$ cat src/verilog/i2cm_pkg.sv
package i2cm_pkg;
    // clock and instruction-cycle timing
    localparam int CLK_PERIOD_NS  = 50;
    localparam int TCY_NS         = 200;
    localparam int TCY_CYC        = TCY_NS / CLK_PERIOD_NS;
    localparam int BAUD_STEP_CYC  = TCY_CYC / 2;
    localparam int WRITE_COLLISION_WIN_TCY   = 2;
    localparam int WRITE_COLLISION_WIN_CYC   = WRITE_COLLISION_WIN_TCY * TCY_CYC;
    // widths and depths
    localparam int BYTE_W         = 8;
    localparam int FIFO_DEPTH     = 4;
    localparam int LAST_TX_BIT    = 8;
    localparam int LAST_DATA_BIT  = 7;
    // control_register_2 fields
    localparam int CTRL2_START_BIT  = 0;
    localparam int CTRL2_RSTART_BIT = 1;
    localparam int CTRL2_RCV_BIT    = 3;
    localparam int CTRL2_ACKST_BIT  = 6;
    localparam int CTRL2_WR_W       = 5;
    // status_register fields
    localparam int STAT_BF_BIT      = 0;
    localparam int STAT_START_BIT   = 3;
    // reset values
    localparam logic [7:0] CTRL2_RST = 8'h00;
    localparam logic [7:0] STAT_RST  = 8'h00;
    localparam logic [7:0] BUF_RST   = 8'h00;

    typedef enum logic [3:0] {
        I2CM_IDLE, I2CM_ST_WAIT, I2CM_ST_HOLD,
        I2CM_RS_SCL_LOW, I2CM_RS_SDA_REL, I2CM_RS_RISE, I2CM_RS_HIGH, I2CM_RS_SDA_LOW,
        I2CM_TX_LOW, I2CM_TX_RISE, I2CM_TX_HIGH,
        I2CM_RX_LOW, I2CM_RX_RISE, I2CM_RX_HIGH, I2CM_RX_PUSH
    } i2cm_state_t;

    // sticky flags, also used as the software clear strobes
    typedef struct packed {
        logic write_collision;
        logic receive_overflow;
        logic module_interrupt_flag;
        logic bus_collision_flag;
    } i2cm_flags_t;

    // software write to transfer_buffer
    typedef struct packed {
        logic              valid;
        logic [BYTE_W-1:0] data;
    } i2cm_buf_wr_t;

    // software write to the low bits of control_register_2
    typedef struct packed {
        logic                  valid;
        logic [CTRL2_WR_W-1:0] data;
    } i2cm_ctrl_wr_t;
endpackage

$ cat src/verilog/i2cm_top.sv
// Functional notes
// start: load baud, then data low
// start seen sets status bit
// hold period, clear start request
// start on busy lines: collision, idle
// buffer write in start/receive: collision
// control writes locked while busy
// restart: clock low, data released
// restart: high period, data low
// restart interrupt after final timeout
// restart request needs idle
// restart collision: data or clock low
// transmit write sets buffer full
// one period low, one high per bit
// eighth fall clears full, frees data
// ninth fall samples acknowledge
// after ninth: interrupt, suspend, clock low
// write while shifting: collision, early update
// write collision cleared by software only
// receive enable honoured only when idle
// receive: clock per rollover, shift data
// eighth receive fall: buffer, interrupt
// overflow when byte meets full buffer
// two counter steps per instruction cycle
// interrupt, collision flags software-cleared
`timescale 1ns/1ns

module i2cm_fifo #(
    parameter int WIDTH = 8,
    parameter int DEPTH = 4
) (
    // clock and reset
    input  wire logic             core_clk,
    input  wire logic             sys_rst,
    // filling side
    input  wire logic             in_valid,
    output logic                  in_ready,
    input  wire logic [WIDTH-1:0] in_data,
    // draining side
    output logic                  out_valid,
    input  wire logic             out_ready,
    output logic      [WIDTH-1:0] out_data
);
    localparam int PW = $clog2(DEPTH);
    localparam logic [PW:0] FULL_CNT = (PW+1)'(DEPTH);
    localparam logic [PW-1:0] LAST_IDX = PW'(DEPTH - 1);

    logic [WIDTH-1:0] mem [DEPTH];
    logic [PW-1:0]    wr_ptr;
    logic [PW-1:0]    rd_ptr;
    logic [PW:0]      count;
    wire              push = in_valid && in_ready;
    wire              pop  = out_valid && out_ready;
    wire [PW-1:0]     wr_nxt = (wr_ptr == LAST_IDX) ? '0 : wr_ptr + 1'b1;
    wire [PW-1:0]     rd_nxt = (rd_ptr == LAST_IDX) ? '0 : rd_ptr + 1'b1;
    wire [PW-1:0]     head_idx = pop ? rd_nxt : rd_ptr;
    wire [PW:0]       next_count = count + (PW+1)'(push) - (PW+1)'(pop);
    // head of queue after this edge; bypass when the new word is the only one
    wire [WIDTH-1:0]  next_head = (push && head_idx == wr_ptr) ? in_data : mem[head_idx];

    // storage writes
    always_ff @(posedge core_clk) begin
        if (push) begin
            mem[wr_ptr] <= in_data;
        end
    end

    // registered flags and head word
    always_ff @(posedge core_clk) begin
        if (sys_rst) begin
            wr_ptr    <= '0;
            rd_ptr    <= '0;
            count     <= '0;
            in_ready  <= 1'b1;
            out_valid <= 1'b0;
            out_data  <= '0;
        end else begin
            wr_ptr    <= push ? wr_nxt : wr_ptr;
            rd_ptr    <= pop ? rd_nxt : rd_ptr;
            count     <= next_count;
            in_ready  <= next_count != FULL_CNT;
            out_valid <= next_count != '0;
            out_data  <= next_head;
        end
    end
endmodule // i2cm_fifo

module i2cm_top
    import i2cm_pkg::*;
(
    // clock and reset
    input  wire logic            core_clk,
    input  wire logic            sys_rst,
    // software access
    input  wire i2cm_buf_wr_t    buf_wr,
    input  wire i2cm_ctrl_wr_t   ctrl2_wr,
    input  wire i2cm_flags_t     flag_clear,
    input  wire logic [7:0]      baud_reload_register,
    // received byte stream
    output logic                 rx_valid,
    input  wire logic            rx_ready,
    output logic [BYTE_W-1:0]    rx_data,
    // status
    output logic [7:0]           control_register_2,
    output logic [7:0]           status_register,
    output logic [BYTE_W-1:0]    transfer_buffer,
    output i2cm_flags_t          flags,
    // bus pins (open drain)
    input  wire logic            sda_in,
    output logic                 sda_out,
    output logic                 sda_oe,
    input  wire logic            scl_in,
    output logic                 scl_out,
    output logic                 scl_oe
);
    i2cm_state_t       state;
    logic [6:0]        baud_counter;
    logic [1:0]        step_cnt;
    logic [3:0]        bit_idx;
    logic [BYTE_W-1:0] shift_register;
    logic [3:0]        wr_age;
    logic              push_valid;
    logic              fifo_in_ready;
    logic [1:0]        sync1;
    logic [1:0]        sync2;
    logic [1:0]        sync3;
    logic [1:0]        line_f;
    logic              sda_prev;
    logic              scl_prev;

    // three-stage pin filters
    for (genvar i = 0; i < 2; i++) begin : g_sync
        always_ff @(posedge core_clk) begin
            if (sys_rst) begin
                sync1[i]  <= 1'b1;
                sync2[i]  <= 1'b1;
                sync3[i]  <= 1'b1;
                line_f[i] <= 1'b1;
            end else begin
                sync1[i]  <= (i == 0) ? sda_in : scl_in;
                sync2[i]  <= sync1[i];
                sync3[i]  <= sync2[i];
                line_f[i] <= (sync2[i] == sync3[i]) ? sync3[i] : line_f[i];
            end
        end
    end

    // line and counter events
    wire       sda_f    = line_f[0];
    wire       scl_f    = line_f[1];
    wire       step_hit = step_cnt == 2'(BAUD_STEP_CYC - 1);
    wire       timeout  = step_hit && baud_counter == 7'h00;
    wire [6:0] load_hi  = baud_reload_register[6:0];
    wire [6:0] load_lo  = {1'b0, baud_reload_register[5:0]};
    wire       idle     = state == I2CM_IDLE;
    wire       in_start = state inside {I2CM_ST_WAIT, I2CM_ST_HOLD};
    wire       in_rs    = state inside {I2CM_RS_SCL_LOW, I2CM_RS_SDA_REL, I2CM_RS_RISE,
                                        I2CM_RS_HIGH, I2CM_RS_SDA_LOW};
    wire       in_tx    = state inside {I2CM_TX_LOW, I2CM_TX_RISE, I2CM_TX_HIGH};
    wire       in_rx    = state inside {I2CM_RX_LOW, I2CM_RX_RISE, I2CM_RX_HIGH,
                                        I2CM_RX_PUSH};
    wire       start_ev = sda_prev && !sda_f && scl_prev && scl_f;
    wire       ctl_ok   = ctrl2_wr.valid && idle;
    wire       tx_bit   = transfer_buffer[3'(LAST_DATA_BIT) - bit_idx[2:0]];
    wire       bf       = status_register[STAT_BF_BIT];
    wire       cpu_read = rx_valid && rx_ready;
    wire       early_wr = wr_age < 4'(WRITE_COLLISION_WIN_CYC);

    // prescaler
    always_ff @(posedge core_clk) begin
        if (sys_rst || idle) begin
            step_cnt <= 2'h0;
        end else begin
            step_cnt <= step_hit ? 2'h0 : step_cnt + 2'h1;
        end
    end

    // age of last buffer write
    always_ff @(posedge core_clk) begin
        if (sys_rst) begin
            wr_age <= 4'(WRITE_COLLISION_WIN_CYC);
        end else if (buf_wr.valid && (idle || (in_tx && early_wr))) begin
            wr_age <= 4'h0;
        end else if (early_wr) begin
            wr_age <= wr_age + 4'h1;
        end
    end

    // line history for start detection
    always_ff @(posedge core_clk) begin
        if (sys_rst) begin
            sda_prev <= 1'b1;
            scl_prev <= 1'b1;
        end else begin
            sda_prev <= sda_f;
            scl_prev <= scl_f;
        end
    end

    // master sequencer; clears come first so a set in the same cycle wins
    always_ff @(posedge core_clk) begin
        if (sys_rst) begin
            state              <= I2CM_IDLE;
            baud_counter       <= 7'h00;
            bit_idx            <= 4'h0;
            shift_register     <= BUF_RST;
            transfer_buffer    <= BUF_RST;
            control_register_2 <= CTRL2_RST;
            status_register    <= STAT_RST;
            flags              <= '0;
            push_valid         <= 1'b0;
            sda_out            <= 1'b0;
            sda_oe             <= 1'b0;
            scl_out            <= 1'b0;
            scl_oe             <= 1'b0;
        end else begin
            flags <= flags & ~flag_clear;
            if (cpu_read) begin
                status_register[STAT_BF_BIT] <= 1'b0;
            end
            if (start_ev) begin
                status_register[STAT_START_BIT] <= 1'b1;
            end
            if (step_hit && baud_counter != 7'h00) begin
                baud_counter <= baud_counter - 7'h01;
            end
            if (fifo_in_ready) begin
                push_valid <= 1'b0;
            end
            // buffer writes outside idle
            if (buf_wr.valid && (in_start || in_rs || in_rx)) begin
                flags.write_collision <= 1'b1;
            end
            if (buf_wr.valid && in_tx) begin
                flags.write_collision <= 1'b1;
                if (early_wr) begin
                    transfer_buffer <= buf_wr.data;
                end
            end
            case (state)
                I2CM_IDLE: begin
                    if (ctl_ok && ctrl2_wr.data[CTRL2_START_BIT]) begin
                        if (sda_f && scl_f) begin
                            control_register_2[CTRL2_START_BIT] <= 1'b1;
                            sda_oe       <= 1'b0;
                            scl_oe       <= 1'b0;
                            baud_counter <= load_hi;
                            state        <= I2CM_ST_WAIT;
                        end else begin
                            flags.bus_collision_flag <= 1'b1;
                        end
                    end else if (ctl_ok && ctrl2_wr.data[CTRL2_RSTART_BIT]) begin
                        control_register_2[CTRL2_RSTART_BIT] <= 1'b1;
                        scl_oe <= 1'b1;
                        state  <= I2CM_RS_SCL_LOW;
                    end else if (ctl_ok && ctrl2_wr.data[CTRL2_RCV_BIT]) begin
                        control_register_2[CTRL2_RCV_BIT] <= 1'b1;
                        scl_oe       <= 1'b1;
                        sda_oe       <= 1'b0;
                        bit_idx      <= 4'h0;
                        baud_counter <= load_hi;
                        state        <= I2CM_RX_LOW;
                    end else if (buf_wr.valid) begin
                        transfer_buffer              <= buf_wr.data;
                        status_register[STAT_BF_BIT] <= 1'b1;
                        baud_counter                 <= load_hi;
                        bit_idx                      <= 4'h0;
                        scl_oe                       <= 1'b1;
                        state                        <= I2CM_TX_LOW;
                    end
                end
                I2CM_ST_WAIT: begin
                    if (!scl_f) begin
                        flags.bus_collision_flag <= 1'b1;
                        control_register_2[CTRL2_START_BIT] <= 1'b0;
                        state <= I2CM_IDLE;
                    end else if (!sda_f || timeout) begin
                        sda_oe       <= 1'b1;
                        baud_counter <= load_hi;
                        state        <= I2CM_ST_HOLD;
                    end
                end
                I2CM_ST_HOLD: begin
                    if (timeout) begin
                        control_register_2[CTRL2_START_BIT] <= 1'b0;
                        flags.module_interrupt_flag <= 1'b1;
                        state <= I2CM_IDLE;
                    end
                end
                I2CM_RS_SCL_LOW: begin
                    if (!scl_f) begin
                        sda_oe       <= 1'b0;
                        baud_counter <= load_lo;
                        state        <= I2CM_RS_SDA_REL;
                    end
                end
                I2CM_RS_SDA_REL: begin
                    if (timeout && sda_f) begin
                        scl_oe <= 1'b0;
                        state  <= I2CM_RS_RISE;
                    end else if (timeout) begin
                        flags.bus_collision_flag <= 1'b1;
                        control_register_2[CTRL2_RSTART_BIT] <= 1'b0;
                        scl_oe <= 1'b0;
                        state  <= I2CM_IDLE;
                    end
                end
                I2CM_RS_RISE: begin
                    if (scl_f && !sda_f) begin
                        flags.bus_collision_flag <= 1'b1;
                        control_register_2[CTRL2_RSTART_BIT] <= 1'b0;
                        state <= I2CM_IDLE;
                    end else if (scl_f) begin
                        baud_counter <= load_hi;
                        state        <= I2CM_RS_HIGH;
                    end
                end
                I2CM_RS_HIGH: begin
                    if (!scl_f || !sda_f) begin
                        flags.bus_collision_flag <= 1'b1;
                        control_register_2[CTRL2_RSTART_BIT] <= 1'b0;
                        state <= I2CM_IDLE;
                    end else if (timeout) begin
                        sda_oe       <= 1'b1;
                        baud_counter <= load_hi;
                        state        <= I2CM_RS_SDA_LOW;
                    end
                end
                I2CM_RS_SDA_LOW: begin
                    if (timeout) begin
                        control_register_2[CTRL2_RSTART_BIT] <= 1'b0;
                        flags.module_interrupt_flag <= 1'b1;
                        state <= I2CM_IDLE;
                    end
                end
                I2CM_TX_LOW: begin
                    sda_oe <= (bit_idx == 4'(LAST_TX_BIT)) ? 1'b0 : !tx_bit;
                    if (timeout) begin
                        scl_oe <= 1'b0;
                        state  <= I2CM_TX_RISE;
                    end
                end
                I2CM_TX_RISE: begin
                    if (scl_f) begin
                        baud_counter <= load_hi;
                        state        <= I2CM_TX_HIGH;
                    end
                end
                I2CM_TX_HIGH: begin
                    if (timeout) begin
                        scl_oe <= 1'b1;
                        if (bit_idx == 4'(LAST_DATA_BIT)) begin
                            status_register[STAT_BF_BIT] <= 1'b0;
                            sda_oe <= 1'b0;
                        end
                        if (bit_idx == 4'(LAST_TX_BIT)) begin
                            control_register_2[CTRL2_ACKST_BIT] <= sda_f;
                            flags.module_interrupt_flag <= 1'b1;
                            state <= I2CM_IDLE;
                        end else begin
                            bit_idx      <= bit_idx + 4'h1;
                            baud_counter <= load_hi;
                            state        <= I2CM_TX_LOW;
                        end
                    end
                end
                I2CM_RX_LOW: begin
                    if (timeout) begin
                        scl_oe <= 1'b0;
                        state  <= I2CM_RX_RISE;
                    end
                end
                I2CM_RX_RISE: begin
                    if (scl_f) begin
                        baud_counter <= load_hi;
                        state        <= I2CM_RX_HIGH;
                    end
                end
                I2CM_RX_HIGH: begin
                    if (timeout) begin
                        scl_oe         <= 1'b1;
                        shift_register <= {shift_register[6:0], sda_f};
                        bit_idx        <= bit_idx + 4'h1;
                        baud_counter   <= load_hi;
                        state <= (bit_idx == 4'(LAST_DATA_BIT)) ? I2CM_RX_PUSH : I2CM_RX_LOW;
                    end
                end
                I2CM_RX_PUSH: begin
                    if (fifo_in_ready) begin
                        control_register_2[CTRL2_RCV_BIT] <= 1'b0;
                        transfer_buffer <= shift_register;
                        push_valid      <= 1'b1;
                        status_register[STAT_BF_BIT] <= 1'b1;
                        flags.module_interrupt_flag  <= 1'b1;
                        if (bf && !cpu_read) begin
                            flags.receive_overflow <= 1'b1;
                        end
                        state <= I2CM_IDLE;
                    end
                end
                default: state <= I2CM_IDLE;
            endcase
        end
    end

    // receive queue
    i2cm_fifo #(
        .WIDTH (BYTE_W),
        .DEPTH (FIFO_DEPTH)
    ) u_rx_fifo (
        .core_clk  (core_clk),
        .sys_rst   (sys_rst),
        .in_valid  (push_valid),
        .in_ready  (fifo_in_ready),
        .in_data   (transfer_buffer),
        .out_valid (rx_valid),
        .out_ready (rx_ready),
        .out_data  (rx_data)
    );
endmodule // i2cm_top
$ cat config.mk
export PLATFORM = sky130hd
export DESIGN_NAME = i2cm_top
export DESIGN_NICKNAME = d
export VERILOG_FILES = /design/src/verilog/i2cm_pkg.sv /design/src/verilog/i2cm_top.sv
export SDC_FILE = /design/constraint.sdc
export NUM_CORES = 1
export LEC_CHECK = 0
export BUFFER_PORTS_ARGS = -buffer_cell sky130_fd_sc_hd__buf_2
export CAP_MARGIN = 30
export CORE_ASPECT_RATIO = 0.9
export CORE_MARGIN = 4
export CORE_UTILIZATION = 50
export CTS_CLUSTER_DIAMETER = 100
export DETAILED_ROUTE_END_ITERATION = 10
export PLACE_DENSITY = 0.7
export SLEW_MARGIN = 20
export SYNTH_ARGS = -nofsm -noshare
export SYNTH_HDL_FRONTEND = slang
export SYNTH_HIERARCHICAL = 1
export SYNTH_SLANG_ARGS = --single-unit
$ cat constraint.sdc
create_clock -name core_clk -period 4.3 [get_ports core_clk]
set_input_delay 0.43 -clock core_clk [delete_from_list [all_inputs] [get_ports core_clk]]
set_output_delay 0.43 -clock core_clk [all_outputs]
set_load 0.03 [all_outputs]
==> results.toml, run 1 <==
[sta]
timing.fmax_mhz = 349.8
fin_tns_setup_ns = 0
worst_pin_slew_ns = 0.9138
slew_headroom_pct = 39.00
hold_viol = 0
grt_setup_unrepaired = "false"
finalSetupViolCount = 0
finalCritPeriodShare_pct = 66.48
period_minus_slack_ns = 2.859
holdWs_ns = 0.2532
slew_violations = 0
clock_skew_ns = 0.007283

[yosys]
yosys_register_bits = 109
seq_area_frac_synth_pct = 42.52
synthCells = 606
yosysWarnings = 6
mappedNetlistArea_sq_um = 5886
syn-mean-instance-area_sq_um = 9.712
synth-edff-count = 32
synthTopCellsByArea = "dfxtp_1 26%, edfxtp_1 16%, mux2i_1 5.1%"
async_flop_share_pct = 0
ys.flop_type = "dfxtp_1"
synth_top_area_share_pct = 26.19
yosysTopAreaCell = "dfxtp_1"
synth_cell_types = 81

[worst_setup_path]
reg2reg_from = "state[1]"
critPathMaxFanout = 26
crit_arrival_ns = 3.08
r2r_cells = 7
r2r_slack_ns = 1.44
reg2reg_to = "baud_counter[5]"
critPathCaptureType = "flop"
critPathKind = "flop to flop"
start_kind = "flop"
cp.required_ns = 4.52

[drt]
vias = 4823
dr.pass1.iters = 5
wl_mm = 14.56
drt_iter0_markers = 405
drc = 0
wire_per_inst_microns = 18.04
drtAntennaViolNets = 0
vias_per_cell = 5.976

[hold_path]
hp-start = "sda_in"
holdPathStages = 2
hold_path.class = "primary input to flop"
whs_endpoint = "sync1[0]"

[grt]
grt_pass1_vias = 4658
antenna_found_initial = 2
grt_usage_pct = 22.00
grt_max_degree = 36
grt_pass1_wl_mm = 23.78
overflow = 0

[floorplan]
core_sq_um = 11480
die_h_microns = 110.9
die_w_microns = 122.4
start_util_pct = 51.26
io_pins = 73
die_area_sq_um = 13570
row_count = 37

[cells_and_area]
multi_input_area_sq_um = 3100
final_nets = 691
layout-drive-gt1-share_pct = 18.00
fill_cells = 1018
seq_area_sq_um = 2502
stdcell_area_sq_um = 6556
final_core_utilization_pct = 57.11
syn2layout_area_growth_pct = 11.39

[place]
numPortBuffers = 57
dpl_cell_area_sq_um = 6215
gp_congestion = 0.9197
dp_hpwl_mm = 10.50

[outcome]
status = "complete, no violations"

[clock_network]
cts_setup_buffers = 0
cts_buffers = 9
cts_tree = "done"
root_buffer = "clkbuf_16"
cts_buffer_depth = 2
postCtsHoldBufs = 0
path_clk_slew_ns = 0.07
htree_levels = 3
clock_latency_ns = 0.36
cts_resized = 0
clock-sinks = 109

[power]
ir_drop_mv = 0.5111
powerDensity_nw_per_um2 = 554.1
leakagePower_nw = 2.633

[flow_run]
maxCapViolCount = 0
==> metal layers <==
layer / up-vias / wire [microns] / GRT usage, %
met5: - / 0 / 0
met4: 0 / 311 / 7.239
met3: 29 / 1023 / 5.204
met2: 190 / 7034 / 36.12
met1: 2314 / 6188 / 28.42
li1: 2290 / - / -
==> how the worst max path moves through the flow <==
stage	startpoint	to	slack, ns
finish	state[1]	baud_counter[5]	1.44
global route	state[1]	baud_counter[1]	1.20
CTS	state[3]	transfer_buffer[5]	1.36
detailed placement	state[3]	transfer_buffer[5]	1.36
global placement	state[3]	transfer_buffer[5]	1.44
floorplan	baud_counter[2]	scl_oe	2.21
==> power breakdown <==
part,leakage (nW),total (mW),internal [mW],switching [mW]
registers,0.925,1.37,1.19,0.176
clock network,0.159,0.881,0.472,0.409
logic,1.55,1.38,0.542,0.843
total,2.63,3.63,2.21,1.43
==> through the flow <==
step	instances	total power [mW]	worst slack (ns)
after detailed placement	789	2.747	1.362
after global placement	789	2.709	1.436
after CTS	805	3.636	1.359
after global routing	807	3.858	1.200
final	807	3.633	1.441
after floorplan	617	2.422	2.210
==> placed cells by master (no fill, tap or decap), drive strengths merged, types with 7 or more instances in the layout <==
master,count
nand2,35
o221a,9
nor2b,7
clkbuf,9
a31oi,9
and3,7
nor2,67
nand3,13
xor2,7
inv,21
mux4,10
nor3,18
ha,13
a22o,8
o21ai,32
buf,66
or2,13
edfxtp,32
xnor2,8
dfxtp,77
a21oi,40
nand3b,9
conb,12
mux2i,32
==> cell type report <==
cell class / instances / share of cell area (%)
tap: 156 / 2.977
clock inverter: 7 / 1.565
clock buffer: 9 / 3.435
sequential: 109 / 38.17
antenna: 1 / 0.03817
inverter: 19 / 1.088
multi-input combinational: 440 / 47.29
timing repair buffer: 66 / 5.439
==> cells by family (layout without fill, tap and decap cells) <==
family,count (synthesis),count (layout),synth area share (%)
compound gates,146,146,16.99
other cells,1,13,0.06371
flops,109,109,42.52
fa+ha+maj,14,14,3.104
simple gates,211,211,19.26
buf+inv,68,101,5.506
xor+xnor,15,15,2.360
mux,42,42,10.20
==> critical path: stages (launching register included) <==
cell,delay [ns]
dfxtp_1,0.61
buf_4,0.33
or4_1,0.65
nor4b_4,0.48
a31oi_1,0.17
o21a_1,0.21
a22oi_1,0.20
a311oi_1,0.07
==> cells in the mapped netlist (8+ instances only) <==
cell type and n:
mux4_1 8, mux2i_1 30, o21ai_0 26, o221a_2 8, nor3_1 18, clkbuf_1 25
a22o_1 8, nor2_1 65, a31oi_1 9, nand3_1 13, dfxtp_1 77, a21oi_1 39
nand3b_1 9, edfxtp_1 32, nand2_1 34, buf_4 12, ha_1 13, or2_2 10
inv_1 18
==> registers in the layout, summed over array words and instances, names as in the netlist, 3 cells and up, named ones only <==
name,cells
u_rx_fifo/mem,32
shift_register,8
transfer_buffer,8
state,4
baud_counter,7
control_register_2,4
flags,4
wr_age,4
u_rx_fifo/count,3
bit_idx,4
u_rx_fifo/out_data,8
Note: power is estimated with default switching activity, not from simulation.
==> inputs of run 2 (changes only) <==
Settings changed: ABC_AREA from default to 1.
Clock period 4.3 ns to 2.9 ns, I/O delays scaled along.
==> run 2 against run 1 <==
Via count up 23%. Register-to-register slack worse by 0.83 ns. Core utilization down 0.56 points. Critical endpoint is now scl_oe. Largest power group unchanged. Highest routed layer unchanged.
==> results.toml, run 2 <==
[outcome]
status = "complete, no violations"

[drt]
wl_mm = 16.08
vias_per_cell = 5.196
drt_iter0_markers = 453
drc = 0
wire_per_inst_microns = 14.04
vias = 5949
drtAntennaViolNets = 0
dr.pass1.iters = 5

[clock_network]
clock_latency_ns = 0.36
path_clk_slew_ns = 0.08
cts_buffers = 9
postCtsHoldBufs = 0
root_buffer = "clkbuf_16"
clock-sinks = 109
cts_setup_buffers = 0
cts_resized = 0
cts_tree = "done"
cts_buffer_depth = 2
htree_levels = 3

[yosys]
synth-edff-count = 32
yosysTopAreaCell = "dfxtp_1"
yosysMostFrequentCell = "nand2_1"
mappedNetlistArea_sq_um = 6514
synth_top_area_share_pct = 23.67
ys.flop_type = "dfxtp_1"
synthTopCellsByArea = "dfxtp_1 24%, edfxtp_1 15%, nand2_1 11%"
yosys_register_bits = 109
synth_cell_types = 49
synth_commonest_cells = "194 x nand2_1, 132 x inv_1, 122 x nor2_1"
seq_area_frac_synth_pct = 38.42
synthCells = 920
syn-mean-instance-area_sq_um = 7.080
yosysWarnings = 6
async_flop_share_pct = 0

[worst_setup_path]
crit_arrival_ns = 2.58
critPathKind = "flop to flop"
path_cells = "inv_1 -> ha_1 -> inv_1 -> nor2_1 -> nand3_2 -> nor2_2 -> buf_4 -> nor2_1 -> nand3b_1 -> or2_1 -> a21oi_2"
startpoint = "baud_counter[1]"
cp.required_ns = 3.19
reg2reg_to = "scl_oe"
start_kind = "flop"
crit_slowest_cell = "nor2_2"
critPathCaptureType = "flop"
r2r_slack_ns = 0.61
reg2reg_from = "baud_counter[1]"
critPathMaxFanout = 10
r2r_cells = 11
max_stage_delay_ns = 0.45

[cells_and_area]
fill_cells = 1234
layout-drive-gt1-share_pct = 14.27
syn2layout_area_growth_pct = 10.56
largest_reg_flops = 32
final_common_cell = "nand2_1"
largest-register = "u_rx_fifo/mem"
mostFrequentLayoutCells = "194 x nand2_1, 132 x inv_1, 122 x nor2_1"
num_antenna_cells = 0
final_core_utilization_pct = 56.55
final_nets = 1022

[sta]
slew_headroom_pct = 48.50
fin_tns_setup_ns = 0
worst_pin_slew_ns = 0.7716
clock_skew_ns = 0.01009
finalSetupViolCount = 0
grt_setup_unrepaired = "false"
finalCritPeriodShare_pct = 79.05
period_minus_slack_ns = 2.292
setup_ws_ns = 0.6076
timing.fmax_mhz = 436.2
hold_viol = 0
slew_violations = 0

[grt]
grt_pass1_wl_mm = 26.23
grt_pass1_vias = 5286
grt_usage_pct = 21.89
antenna_found_initial = 0
grt_max_degree = 42
overflow = 0

[floorplan]
io_pins = 73
core_sq_um = 12740
die_h_microns = 116.3
die_area_sq_um = 14920
start_util_pct = 51.14
row_count = 39
die_w_microns = 128.3

[power]
powerDensity_nw_per_um2 = 862.8
leakagePower_nw = 3.602
ir_drop_mv = 0.5308

[hold_path]
holdPathStages = 2
hold_path.class = "primary input to flop"
hp-start = "scl_in"
whs_endpoint = "sync1[1]"

[place]
gp_congestion = 0.9356
dp_hpwl_mm = 11.89
numPortBuffers = 57
dp_slack_ns = 0.6560

[flow_run]
maxCapViolCount = 0
-- run 2: worst max-delay path, delay by kind of cell (launching register included) --
| kind | cells | cell delay (ns) |
|---|---|---|
| AND/OR/NAND/NOR | 6 | 1.27 |
| AO/OA/AOI/OAI | 1 | 0.11 |
| adder cells (fa/ha/maj) | 1 | 0.14 |
| buffers and inverters | 3 | 0.36 |
| flip-flops | 1 | 0.33 |
-- run 2: cells by family after synthesis --
| family | share of synthesized area [%] |
|---|---|
| xor+xnor | 0.5379 |
| simple gates | 34.98 |
| flops | 38.42 |
| compound gates | 10.14 |
| fa+ha+maj | 2.805 |
| mux | 1.998 |
| buf+inv | 11.06 |
| other cells | 0.05757 |
-- run 2: how the worst max path moves through the flow --
stage / slack, ns / depth (start not counted) / to
finish: 0.61 / 11 / scl_oe
global route: 0.38 / 11 / bit_idx[2]
CTS: 0.63 / 11 / scl_oe
detailed placement: 0.66 / 11 / bit_idx[3]
global placement: 0.70 / 11 / bit_idx[3]
floorplan: 0.90 / 10 / u_rx_fifo/in_ready
-- run 2: layout make-up --
cell class                      instances  area [sq um]  area share (%)
Multi-Input combinational cell        651          3332           46.26
Sequential cell                       109          2502           34.75
Inverter                              140         530.5           7.366
Timing Repair Buffer                   65         345.3           4.795
Clock buffer                           10         229.0           3.179
Tap cell                              164         205.2           2.849
Clock inverter                          6         57.56          0.7992
-- run 2: per-stage QoR --
step                      area, sq um  total power, mW  hold slack (ns)  std cells
after floorplan                  6555            4.304           0.3895        931
after global placement           6915            4.980           0.3913       1129
after detailed placement         6915            5.008           0.3957       1129
after CTS                        7202            6.215           0.1081       1145
after global routing             7202            6.681           0.1094       1145
final                            7202            6.214           0.1197       1145
-- run 2: power breakdown --
group,internal [mW],switching [mW]
Combinational,0.937,2.01
Sequential,1.82,0.242
Clock,0.602,0.600
Total,3.36,2.85
-- run 2: routing by layer --
| metal | vias up | share of wire, % | GRT usage [%] |
|---|---|---|---|
| li1 | 3063 | - | - |
| met4 | 0 | 1.1 | 5.446 |
| met3 | 16 | 6.7 | 4.893 |
| met5 | - | 0 | 0 |
| met2 | 202 | 44 | 34.12 |
| met1 | 2668 | 48 | 31.05 |
==> inputs of run 3 (changes only) <==
Settings changed: PLACE_DENSITY 0.7 to 0.73.
Clock period 2.9 ns to 2 ns, I/O delays scaled along.
==> run 3 against run 2 <==
Via count rose by 4.7%. Critical path depth fell by 2. Largest power group unchanged. Clock skew fell by 0.0023 ns. Worst hold slack got worse by 0.096 ns. Non-clock buffer count rose by 41. Global-route usage rose by 1.4 points. Sequential share of layout area fell by 1.9 points.
==> results.toml, run 3 (synthesized netlist as in run 2, its figures left out) <==
[sta]
timing.fmax_mhz = 529.7
finalCritPeriodShare_pct = 94.39
hold_viol = 0
period_minus_slack_ns = 1.888
finalSetupViolCount = 0
slew_violations = 0
setup_ws_ns = 0.1122
clock_skew_ns = 0.007788

[cells_and_area]
syn2layout_area_growth_pct = 17.35
num_antenna_cells = 0
final_nets = 1063
fill_cells = 1180
final_common_cell = "nand2_1"
stdcell_area_sq_um = 7644
mostFrequentLayoutCells = "188 x nand2_1, 130 x inv_1, 117 x nor2_1"
largest-register = "u_rx_fifo/mem"
largest_reg_flops = 32
layout-drive-gt1-share_pct = 20.16

[drt]
drc = 0
vias = 6230
vias_per_cell = 5.253
wl_mm = 17.23
wire_per_inst_microns = 14.52
dr.pass1.iters = 5
drtAntennaViolNets = 0
drt_iter0_markers = 563

[place]
numPortBuffers = 57
dp_hpwl_mm = 12.68
gp_congestion = 0.9363
dpl_cell_area_sq_um = 7211
dp_slack_ns = 0.03664

[clock_network]
cts_buffers = 9
root_buffer = "clkbuf_16"
path_clk_slew_ns = 0.07
clock-sinks = 109
cts_tree = "done"
clock_latency_ns = 0.36
cts_buffer_depth = 2
htree_levels = 3

[outcome]
status = "complete, no violations"

[power]
ir_drop_mv = 0.6649
leakagePower_nw = 3.823
p_total_mw = 9.615
powerDensity_nw_per_um2 = 1258

[floorplan]
core_sq_um = 12740
start_util_pct = 51.14
row_count = 39
die_area_sq_um = 14920
die_h_microns = 116.3
die_w_microns = 128.3
io_pins = 73

[worst_setup_path]
critPathKind = "flop to flop"
crit_arrival_ns = 2.19
critPathMaxFanout = 7
cp.required_ns = 2.31
start_kind = "flop"
critPathCaptureType = "flop"

[grt]
grt_pass1_wl_mm = 27.79
grt_pass1_vias = 5668
grt_max_degree = 33
antenna_found_initial = 0
overflow = 0
grt_usage_pct = 23.28

[hold_path]
hold_path.class = "primary input to flop"

[flow_run]
maxCapViolCount = 0
-- run 3: final timing paths --
check / cells past startpoint / end / startpoint / slack [ns]
worst max-delay path: 9 / sda_oe / baud_counter[4] / 0.11
worst min-delay path: 2 / sync1[1] / scl_in / 0.02
worst max register to register: 9 / sda_oe / baud_counter[4] / 0.11
worst min register to register: 1 / sync2[0] / sync1[0] / 0.41
-- run 3: where the power goes --
| part | switching [mW] | internal, mW | total (mW) |
|---|---|---|---|
| combinational | 3.22 | 1.72 | 4.94 |
| sequential | 0.279 | 2.65 | 2.93 |
| clock | 0.870 | 0.871 | 1.74 |
-- run 3: what timing repair did --
action	4_1_cts	5_1_grt
resized for setup	0	37
setup buffers	0	4
hold buffers	0	0
endpoints found under the setup margin	0	30
-- run 3: final cells by class --
cell class	instances	area, sq um	share of cell area, %
Clock buffer	10	229.0	2.996
Clock inverter	6	55.05	0.7202
Inverter	140	530.5	6.941
Multi-Input combinational cell	651	3430	44.87
Sequential cell	109	2509	32.82
Tap cell	164	205.2	2.685
Timing Repair Buffer	106	685.7	8.970
-- run 3: worst max-delay path, cell delays in order (launching register included) --
cell     delay (ns)
dfxtp_1        0.33
nor2_1         0.34
nand4_1        0.19
buf_6          0.19
nand2_2        0.10
nand2_1        0.12
nand2_1        0.13
nand4_1        0.16
a21oi_2        0.16
o21a_1         0.11
-- run 3: routing by layer --
| metal | up-vias | part of all wire (%) | GRT usage (%) |
|---|---|---|---|
| met4 | 0 | 2.2 | 6.648 |
| met1 | 2810 | 46 | 32.50 |
| li1 | 3125 | - | - |
| met5 | - | 0 | 0 |
| met3 | 37 | 7.7 | 4.710 |
| met2 | 258 | 44 | 36.86 |
-- run 3: per-stage QoR --
step | setup TNS [ns] | util, % | hold WS, ns | std cells
after floorplan | 0 | - | 0.3038 | 931
after global placement | 0 | 56.62 | 0.3836 | 1165
after detailed placement | 0 | 56.62 | 0.3878 | 1165
after CTS | 0 | 58.85 | 0.01808 | 1181
after global routing | -0.02908 | 60.02 | 0.02325 | 1186
final | 0 | 60.02 | 0.02374 | 1186
